## config.mk

```make
export PLATFORM = sky130hd
export DESIGN_NAME = apm_top
export DESIGN_NICKNAME = d
export VERILOG_FILES = /design/src/apm_pkg.sv /design/src/apm_ser_if.sv /design/src/apm_top.sv /design/src/apm_ser_rx.sv
export SDC_FILE = /design/constraint.sdc
export NUM_CORES = 1
export LEC_CHECK = 0
export BUFFER_PORTS_ARGS = -buffer_cell sky130_fd_sc_hd__buf_2
export CORE_MARGIN = 2
export CORE_UTILIZATION = 32
export DETAILED_ROUTE_END_ITERATION = 6
export HOLD_SLACK_MARGIN = 0.08
export PLACE_DENSITY = 0.6
export SLEW_MARGIN = 20
export SYNTH_ARGS = -nofsm -noshare
export SYNTH_HDL_FRONTEND = slang
export SYNTH_HIERARCHICAL = 1
export SYNTH_SLANG_ARGS = --single-unit
```

## constraint.sdc

```tcl
create_clock -name core_clk_in -period 1.9 [get_ports core_clk_in]
set_input_delay 0.38 -clock core_clk_in [delete_from_list [all_inputs] [get_ports core_clk_in]]
set_output_delay 0.38 -clock core_clk_in [all_outputs]
set_load 0.03 [all_outputs]
```

## src/apm_pkg.sv

```systemverilog
package apm_pkg;
   // Mode-select codes
   localparam logic [2:0] MODE_EXT_CLK  = 3'h0;
   localparam logic [2:0] MODE_EXT_ACQ  = 3'h1;
   localparam logic [2:0] MODE_INT_CLK  = 3'h2;
   localparam logic [2:0] MODE_RSVD3    = 3'h3;
   localparam logic [2:0] MODE_RESET    = 3'h4;
   localparam logic [2:0] MODE_RSVD5    = 3'h5;
   localparam logic [2:0] MODE_PART_PD  = 3'h6;
   localparam logic [2:0] MODE_FULL_PD  = 3'h7;
   // Mode byte layout
   localparam int         START_BIT     = 7;
   localparam int         MSEL_HI       = 6;
   localparam int         MSEL_LO       = 4;
   localparam logic [3:0] MODE_TAIL     = 4'h8;
   localparam logic [7:0] START_MASK    = 8'h80;
   // Range-select codes
   localparam logic [2:0] RANGE_BIP_3X  = 3'h7;
   localparam logic [2:0] RANGE_UNI_3X  = 3'h6;
   localparam logic [2:0] RANGE_UNI_1P5 = 3'h3;
   localparam logic [2:0] RANGE_RESET   = RANGE_BIP_3X;
   localparam logic       DIFF_RESET    = 1'b0;
   // Power states
   typedef enum logic [2:0] {
      APM_ACTIVE  = 3'b001,
      APM_PART_PD = 3'b010,
      APM_FULL_PD = 3'b100
   } apm_pwr_t;
   localparam apm_pwr_t PWR_RESET = APM_ACTIVE;
   localparam logic [2:0] CONV_RESET = MODE_EXT_CLK;
endpackage

```

## src/apm_ser_if.sv

```systemverilog
interface apm_ser_if;
   logic       byte_vld;
   logic [7:0] byte_val;
   modport rx  (output byte_vld, output byte_val);
   modport use_side (input byte_vld, input byte_val);
endinterface

```

## src/apm_top.sv

```systemverilog
// What this block does
// RULE1 - A mode byte with select 110 enters partial power-down.
// RULE2 - In partial power-down the reference and bias stay powered, other analog is off.
// RULE3 - Partial power-down is left only by a full valid mode byte of another mode, never by chip select alone.
// RULE4 - A mode byte with select 111 enters full power-down with all analog off.
// RULE5 - Full power-down is left only by a full valid mode byte of another mode, never by a chip-select glitch.
// RULE6 - With the internal reference the host waits 10 ms after leaving full power-down before converting.
// RULE7 - At power-on the device is fully powered in external clock mode.
// RULE8 - At power-on every channel is single-ended bipolar plus or minus three times reference.
// RULE9 - After power-up the host waits for supplies and 10 ms reference settling before converting.
// RULE10 - Range code 110 selects single-ended unipolar zero to three times reference.
// RULE11 - Range code 011 selects single-ended unipolar zero to one and a half times reference.
// RULE12 - The mode byte starts at the first 1 after chip select falls, select in bits 6..4, tail 1000.
// RULE13 - Select codes decode to the six modes, 011 and 101 being reserved.
// RULE14 - Select 100 restores full power, external clock mode and default channel ranges.
// RULE15 - A reserved select code leaves the mode and power state unchanged.
// RULE16 - The serial receiver keeps working in both power-down states.
module apm_top #(
   parameter int NUM_CH = 8
) (
   input  wire logic                  core_clk_in,
   input  wire logic                  rst_in,
   input  wire logic                  sclk_in,
   input  wire logic                  cs_n_in,
   input  wire logic                  din_in,
   input  wire logic                  cfg_we_in,
   input  wire logic [$clog2(NUM_CH)-1:0] cfg_ch_in,
   input  wire logic                  cfg_diff_in,
   input  wire logic [2:0]            cfg_range_in,
   output logic [2:0]                 conv_mode_out,
   output logic                       part_pd_out,
   output logic                       full_pd_out,
   output logic                       ref_bias_on_out,
   output logic                       analog_on_out,
   output logic [NUM_CH-1:0]          ch_diff_out,
   output logic [NUM_CH*3-1:0]        ch_range_out,
   output logic [NUM_CH-1:0]          ch_unipolar_out,
   output logic [NUM_CH*2-1:0]        ch_span_out
);
   localparam int CHW = $clog2(NUM_CH);
   if (NUM_CH < 2 || NUM_CH > 8) begin : g_bad_num_ch
      $error("NUM_CH must be 2..8");
   end
   ////////////////////////////////////////////////////////////////
   apm_ser_if ser ();
   apm_ser_rx u_rx (
      .core_clk_in (core_clk_in),
      .rst_in      (rst_in),
      .sclk_in     (sclk_in),
      .cs_n_in     (cs_n_in),
      .din_in      (din_in),
      .rx          (ser.rx)
   ); // RULE16
   ////////////////////////////////////////////////////////////////
   // Mode byte decode
   wire [2:0] msel      = ser.byte_val[apm_pkg::MSEL_HI:apm_pkg::MSEL_LO];
   wire       is_mode   = ser.byte_vld & ser.byte_val[apm_pkg::START_BIT]
                        & (ser.byte_val[3:0] == apm_pkg::MODE_TAIL); // RULE12
   wire       rsvd      = (msel == apm_pkg::MODE_RSVD3) | (msel == apm_pkg::MODE_RSVD5); // RULE13
   wire       act       = is_mode & ~rsvd; // RULE15
   wire       do_reset  = act & (msel == apm_pkg::MODE_RESET); // RULE14
   wire       go_part   = act & (msel == apm_pkg::MODE_PART_PD); // RULE1
   wire       go_full   = act & (msel == apm_pkg::MODE_FULL_PD); // RULE4
   wire       go_conv   = act & ~msel[2];
   apm_pkg::apm_pwr_t pwr_r;
   apm_pkg::apm_pwr_t pwr_nxt;
   logic [2:0]        conv_r;
   logic [2:0]        conv_nxt;
   // Only a decoded byte moves state; chip select edges never do
   always_comb begin
      pwr_nxt  = pwr_r;
      conv_nxt = conv_r;
      case (pwr_r)
         apm_pkg::APM_ACTIVE,
         apm_pkg::APM_PART_PD,
         apm_pkg::APM_FULL_PD: begin
            if (go_part) begin
               pwr_nxt = apm_pkg::APM_PART_PD; // RULE1 RULE5
            end else if (go_full) begin
               pwr_nxt = apm_pkg::APM_FULL_PD; // RULE4 RULE3
            end else if (do_reset) begin
               pwr_nxt  = apm_pkg::APM_ACTIVE; // RULE14
               conv_nxt = apm_pkg::MODE_EXT_CLK;
            end else if (go_conv) begin
               pwr_nxt  = apm_pkg::APM_ACTIVE; // RULE3 RULE5
               conv_nxt = msel;
            end
         end
         default: pwr_nxt = apm_pkg::PWR_RESET;
      endcase
   end
   always_ff @(posedge core_clk_in or posedge rst_in) begin
      if (rst_in) begin
         pwr_r  <= apm_pkg::PWR_RESET; // RULE7
         conv_r <= apm_pkg::CONV_RESET;
      end else begin
         pwr_r  <= pwr_nxt;
         conv_r <= conv_nxt;
      end
   end
   ////////////////////////////////////////////////////////////////
   // Per-channel input configuration
   logic              diff_r [NUM_CH];
   logic [2:0]        rng_r [NUM_CH];
   genvar g;
   generate
      for (g = 0; g < NUM_CH; g++) begin : g_ch
         wire wr = cfg_we_in & (cfg_ch_in == CHW'(g));
         always_ff @(posedge core_clk_in or posedge rst_in) begin
            if (rst_in) begin
               diff_r[g] <= apm_pkg::DIFF_RESET; // RULE8
               rng_r[g]  <= apm_pkg::RANGE_RESET;
            end else if (do_reset) begin
               diff_r[g] <= apm_pkg::DIFF_RESET; // RULE14
               rng_r[g]  <= apm_pkg::RANGE_RESET;
            end else if (wr) begin
               diff_r[g] <= cfg_diff_in;
               rng_r[g]  <= cfg_range_in;
            end
         end
         // Span: 2 = three times ref, 1 = one and a half times, 0 = other
         wire uni3  = ~diff_r[g] & (rng_r[g] == apm_pkg::RANGE_UNI_3X); // RULE10
         wire uni15 = ~diff_r[g] & (rng_r[g] == apm_pkg::RANGE_UNI_1P5); // RULE11
         assign ch_unipolar_out[g]     = uni3 | uni15;
         assign ch_span_out[g*2 +: 2]  = uni3 ? 2'h2 : (uni15 ? 2'h1 : 2'h0);
         assign ch_range_out[g*3 +: 3] = rng_r[g];
         assign ch_diff_out[g]         = diff_r[g];
      end
   endgenerate
   ////////////////////////////////////////////////////////////////
   assign conv_mode_out   = conv_r;
   assign part_pd_out     = (pwr_r == apm_pkg::APM_PART_PD);
   assign full_pd_out     = (pwr_r == apm_pkg::APM_FULL_PD);
   assign ref_bias_on_out = (pwr_r != apm_pkg::APM_FULL_PD); // RULE2
   assign analog_on_out   = (pwr_r == apm_pkg::APM_ACTIVE); // RULE2
endmodule

```

## src/apm_ser_rx.sv

```systemverilog
module apm_ser_rx (
   input  wire logic core_clk_in,
   input  wire logic rst_in,
   input  wire logic sclk_in,
   input  wire logic cs_n_in,
   input  wire logic din_in,
   apm_ser_if.rx     rx
);
   ////////////////////////////////////////////////////////////////
   logic [1:0] sclk_s_r;
   logic [1:0] cs_s_r;
   logic [1:0] din_s_r;
   logic       sclk_d_r;
   logic       started_r;
   logic [2:0] cnt_r;
   logic [7:0] sh_r;
   logic       vld_r;
   logic [7:0] val_r;
   wire        rise = sclk_s_r[1] & ~sclk_d_r;
   wire        sel  = ~cs_s_r[1];
   // Leading zeros are idle until the start bit
   wire        take = sel & rise & (started_r | din_s_r[1]);
   wire        last = take & (cnt_r == 3'h7);
   wire [7:0]  sh_nxt = {sh_r[6:0], din_s_r[1]};
   always_ff @(posedge core_clk_in or posedge rst_in) begin
      if (rst_in) begin
         sclk_s_r  <= 2'h0;
         cs_s_r    <= 2'h3;
         din_s_r   <= 2'h0;
         sclk_d_r  <= 1'b0;
      end else begin
         sclk_s_r  <= {sclk_s_r[0], sclk_in};
         cs_s_r    <= {cs_s_r[0], cs_n_in};
         din_s_r   <= {din_s_r[0], din_in};
         sclk_d_r  <= sclk_s_r[1];
      end
   end
   // Frame aborted by chip select rising: partial byte discarded
   always_ff @(posedge core_clk_in or posedge rst_in) begin
      if (rst_in) begin
         started_r <= 1'b0;
         cnt_r     <= 3'h0;
         sh_r      <= 8'h00;
      end else if (!sel || last) begin
         started_r <= 1'b0;
         cnt_r     <= 3'h0;
      end else if (take) begin
         started_r <= 1'b1;
         cnt_r     <= cnt_r + 3'h1;
         sh_r      <= sh_nxt;
      end
   end
   always_ff @(posedge core_clk_in or posedge rst_in) begin
      if (rst_in) begin
         vld_r <= 1'b0;
         val_r <= 8'h00;
      end else begin
         vld_r <= last;
         if (last) val_r <= sh_nxt;
      end
   end
   assign rx.byte_vld = vld_r;
   assign rx.byte_val = val_r;
endmodule

```

==> metrics <==
Final Slew Violations 0; residual antenna-violating net count after detailed routing 0; critical path start-end classification flop to primary output; CTS tree done; nets in the synthesized netlist approximately 280; starting utilization of the core area 32.69%; source of the worst register-to-register timing path u_rx/cnt_r[0]; count of different cell masters after synthesis 45; Total Die Area roughly 0.011 mm^2; number of synthesized register bits 65; kind of start point of the critical path flop; cell at the slowest stage of the critical path sky130_fd_sc_hd__dfstp_2; Post-Synthesis Cell Area 0.003166 mm^2; number of global-route vias before repair between 2,000 and 2,500; number of antenna violations at the first check in global routing 0; run status finished clean; logic depth of the worst register-to-register path 4; wire length of the first global-routing pass about 11,000 um; worst endpoint data arrival time ~1.5 ns; combined buffer and inverter count along the critical path 1; commonest non-fill, non-tap cell in the layout sky130_fd_sc_hd__buf_2; gate count of the mapped netlist between 200 and 300; I/O pin count 76; master cell of the clock root buffer sky130_fd_sc_hd__clkbuf_8; worst hold-check path type input pin to asynchronous set/reset pin; DRC viols 0; summed negative setup slack over all endpoints 0 ns; Worst VDD drop between 400 and 500 uV; final net count about 350; HPWL after detailed placement around 4700 um; endpoint of the worst-slack reg-to-reg timing path u_rx/sh_r[6]; Worst setup EP type primary output; areal power density over the cells 1117 mW/mm^2; core area 0.009684 mm^2; setup violation total in the final timing report 0; largest delay contributor family on the critical path flip-flops; post-route fraction of the period consumed by the critical path slightly below 100%; die height around 100 um; all-layer global routing usage around 13%; via density per instance between 4 and 5; global route overflow 0; clock buffer count from CTS 9; wirelength, routed between 6000 and 7000 um; average routed wire per standard cell roughly 14 um; power consumption approximately 4700 uW; register-to-register setup slack roughly 0.25 ns; Hold Slack between 0.1 and 0.15 ns; Post-synth EDFFs 0; worst clock skew on the final layout around 0.011 ns; number of DRC markers in iteration 0 roughly 110; clock tree buffer depth 2; layout cells sized above 1 about half; post-synthesis area per instance 12.18 um^2; Placement Rows 36; placer congestion estimate 0.7351; Max Clock Freq 534.7 MHz; worst skew pair latency about 0.33 ns; layout overhead on the synthesized area 31.94%; cell area reported after detailed placement approximately 0.0037 mm^2; drt pass-1 iters 4; vias post-DR 2,264; max-cap viol count 0; top library cells by usage in the layout, fill and taps aside 64 x sky130_fd_sc_hd__buf_2, 37 x sky130_fd_sc_hd__dfrtp_1, 32 x sky130_fd_sc_hd__mux2i_1; data required time of the critical path 1.52 ns; number of standard cells in the final layout excluding fillers ~480; n_diodes 0; critical-path maximum fanout 4; Static Leak just over 0.002 uW; final critical path time including I/O delays and setup about 1.9 ns; count of placed standard cells including taps approximately 450; worst slew slack as a fraction of its limit 66.37%; clock-pin slew on the worst setup and hold paths about 0.08 ns; proportion of synthesized flip-flops having asynchronous set or reset 100.0%; total non-filler cell area in the finished layout 0.004177 mm^2; number of warnings issued by yosys 6; Worst Max-Slew Pin Slew 0.5025 ns; largest net degree at the start of global routing 39; count of port buffers added during placement 75; peak per-stage delay on the critical path 0.57 ns; sequential share of the synthesized area a little over half; H-tree lvl count 3; endpoints failing hold 0; RSZ-0062 raised after global routing true; CP cell instances nor4bb_4, or2_4, buf_6; die width between 100 and 150 um; sink count of the clock tree between 60 and 70; most instantiated flip-flop cell in the synthesis netlist sky130_fd_sc_hd__dfrtp_1
## worst max-delay path by stage
| stage | from | endpoint | depth (start not counted) |
|---|---|---|---|
| floorplan | ch_range_out[9] | ch_unipolar_out[3] | 2 |
| global placement | u_rx/cnt_r[0] | u_rx/sh_r[3] | 4 |
| detailed placement | u_rx/cnt_r[0] | u_rx/sh_r[5] | 4 |
| CTS | ch_range_out[4] | ch_unipolar_out[1] | 3 |
| global route | ch_range_out[17] | ch_unipolar_out[5] | 3 |
| finish | ch_range_out[2] | ch_unipolar_out[0] | 3 |
## sequential cells by signal, summed over array words and instances, names as in the netlist
signal and flops:
u_rx/sclk_s_r 2, u_rx/din_s_r 2, u_rx/rx.byte_vld 1, u_rx/cnt_r 3
u_rx/started_r 1, u_rx/cs_s_r 2, conv_mode_out 3, u_rx/sh_r 7
ch_diff_out 8, ch_range_out 24, u_rx/sclk_d_r 1, pwr_r 3
u_rx/rx.byte_val 8
## cells in the mapped netlist, types with 4 or more instances
master	number	area share (%)
sky130_fd_sc_hd__o211ai_1	4	0.95
sky130_fd_sc_hd__mux2i_1	32	10
sky130_fd_sc_hd__nand2b_1	4	0.79
sky130_fd_sc_hd__o21ai_0	4	0.63
sky130_fd_sc_hd__nor2_1	18	2.1
sky130_fd_sc_hd__inv_1	5	0.59
sky130_fd_sc_hd__or2_2	8	1.6
sky130_fd_sc_hd__dfstp_2	27	22
sky130_fd_sc_hd__mux2_4	8	3.8
sky130_fd_sc_hd__nand4b_1	5	1.4
sky130_fd_sc_hd__nand2_1	31	3.7
sky130_fd_sc_hd__nor4bb_1	16	5.1
sky130_fd_sc_hd__dfrtp_1	38	30
sky130_fd_sc_hd__mux2_1	7	2.5
sky130_fd_sc_hd__buf_4	8	1.9
## final cells by class
type / instances / area (um^2)
inverter: 5 / 18.77
sequential: 65 / 1662
multi-input combinational: 171 / 1602
fill: 917 / 5508
clock buffer: 10 / 137.6
clock inverter: 6 / 90.09
tap: 133 / 166.4
timing repair buffer: 86 / 500.5
## report_power, final
part	switching, uW	internal (uW)
logic	794	612
registers	270	1680
clock network	531	779
## what timing repair did
item                                    in CTS  in global routing
pin swaps                                    0                 10
cloned                                       0                  0
hold buffers                                 0                  0
setup buffers                                0                  7
resized for setup                           17                 21
endpoints found under the setup margin       8                 16
## logic make-up after synthesis
logic type / Yosys count / synth area share, %
AO/OA/AOI/OAI: 20 / 4.427
XOR/XNOR: 1 / 0.2767
adder cells (fa/ha/maj): 2 / 0.7904
buffers and inverters: 24 / 4.861
flip-flops: 65 / 52.45
multiplexers: 47 / 16.40
AND/OR/NAND/NOR: 101 / 20.79
## worst register-to-register path, cell delays in order (launching register included)
cell and delay [ns]:
sky130_fd_sc_hd__dfrtp_1 0.39, sky130_fd_sc_hd__ha_1 0.21, sky130_fd_sc_hd__ha_1 0.23, sky130_fd_sc_hd__nand3b_2 0.34, sky130_fd_sc_hd__mux2_1 0.37
## layer usage
layer | routed length [um] | global-route usage [%] | vias to the layer above | part of all wire [%]
li1 | - | - | 1071 | -
met1 | 3017 | 15.30 | 1139 | 44
met2 | 3418 | 22.68 | 49 | 50
met3 | 332 | 4.435 | 5 | 4.9
met4 | 62 | 3.239 | 0 | 0.91
met5 | 0 | 0 | - | 0
## per-stage QoR
stage / worst slack, ns / util, %
2_1_floorplan: 0.04340 / -
3_3_place_gp: 0.3017 / 38.44
3_5_place_dp: 0.2620 / 38.44
4_1_cts: 0.0001122 / 41.60
5_1_grt: -0.06751 / 43.13
6_report: 0.02993 / 43.13
Note: power is estimated with default switching activity, not from simulation.
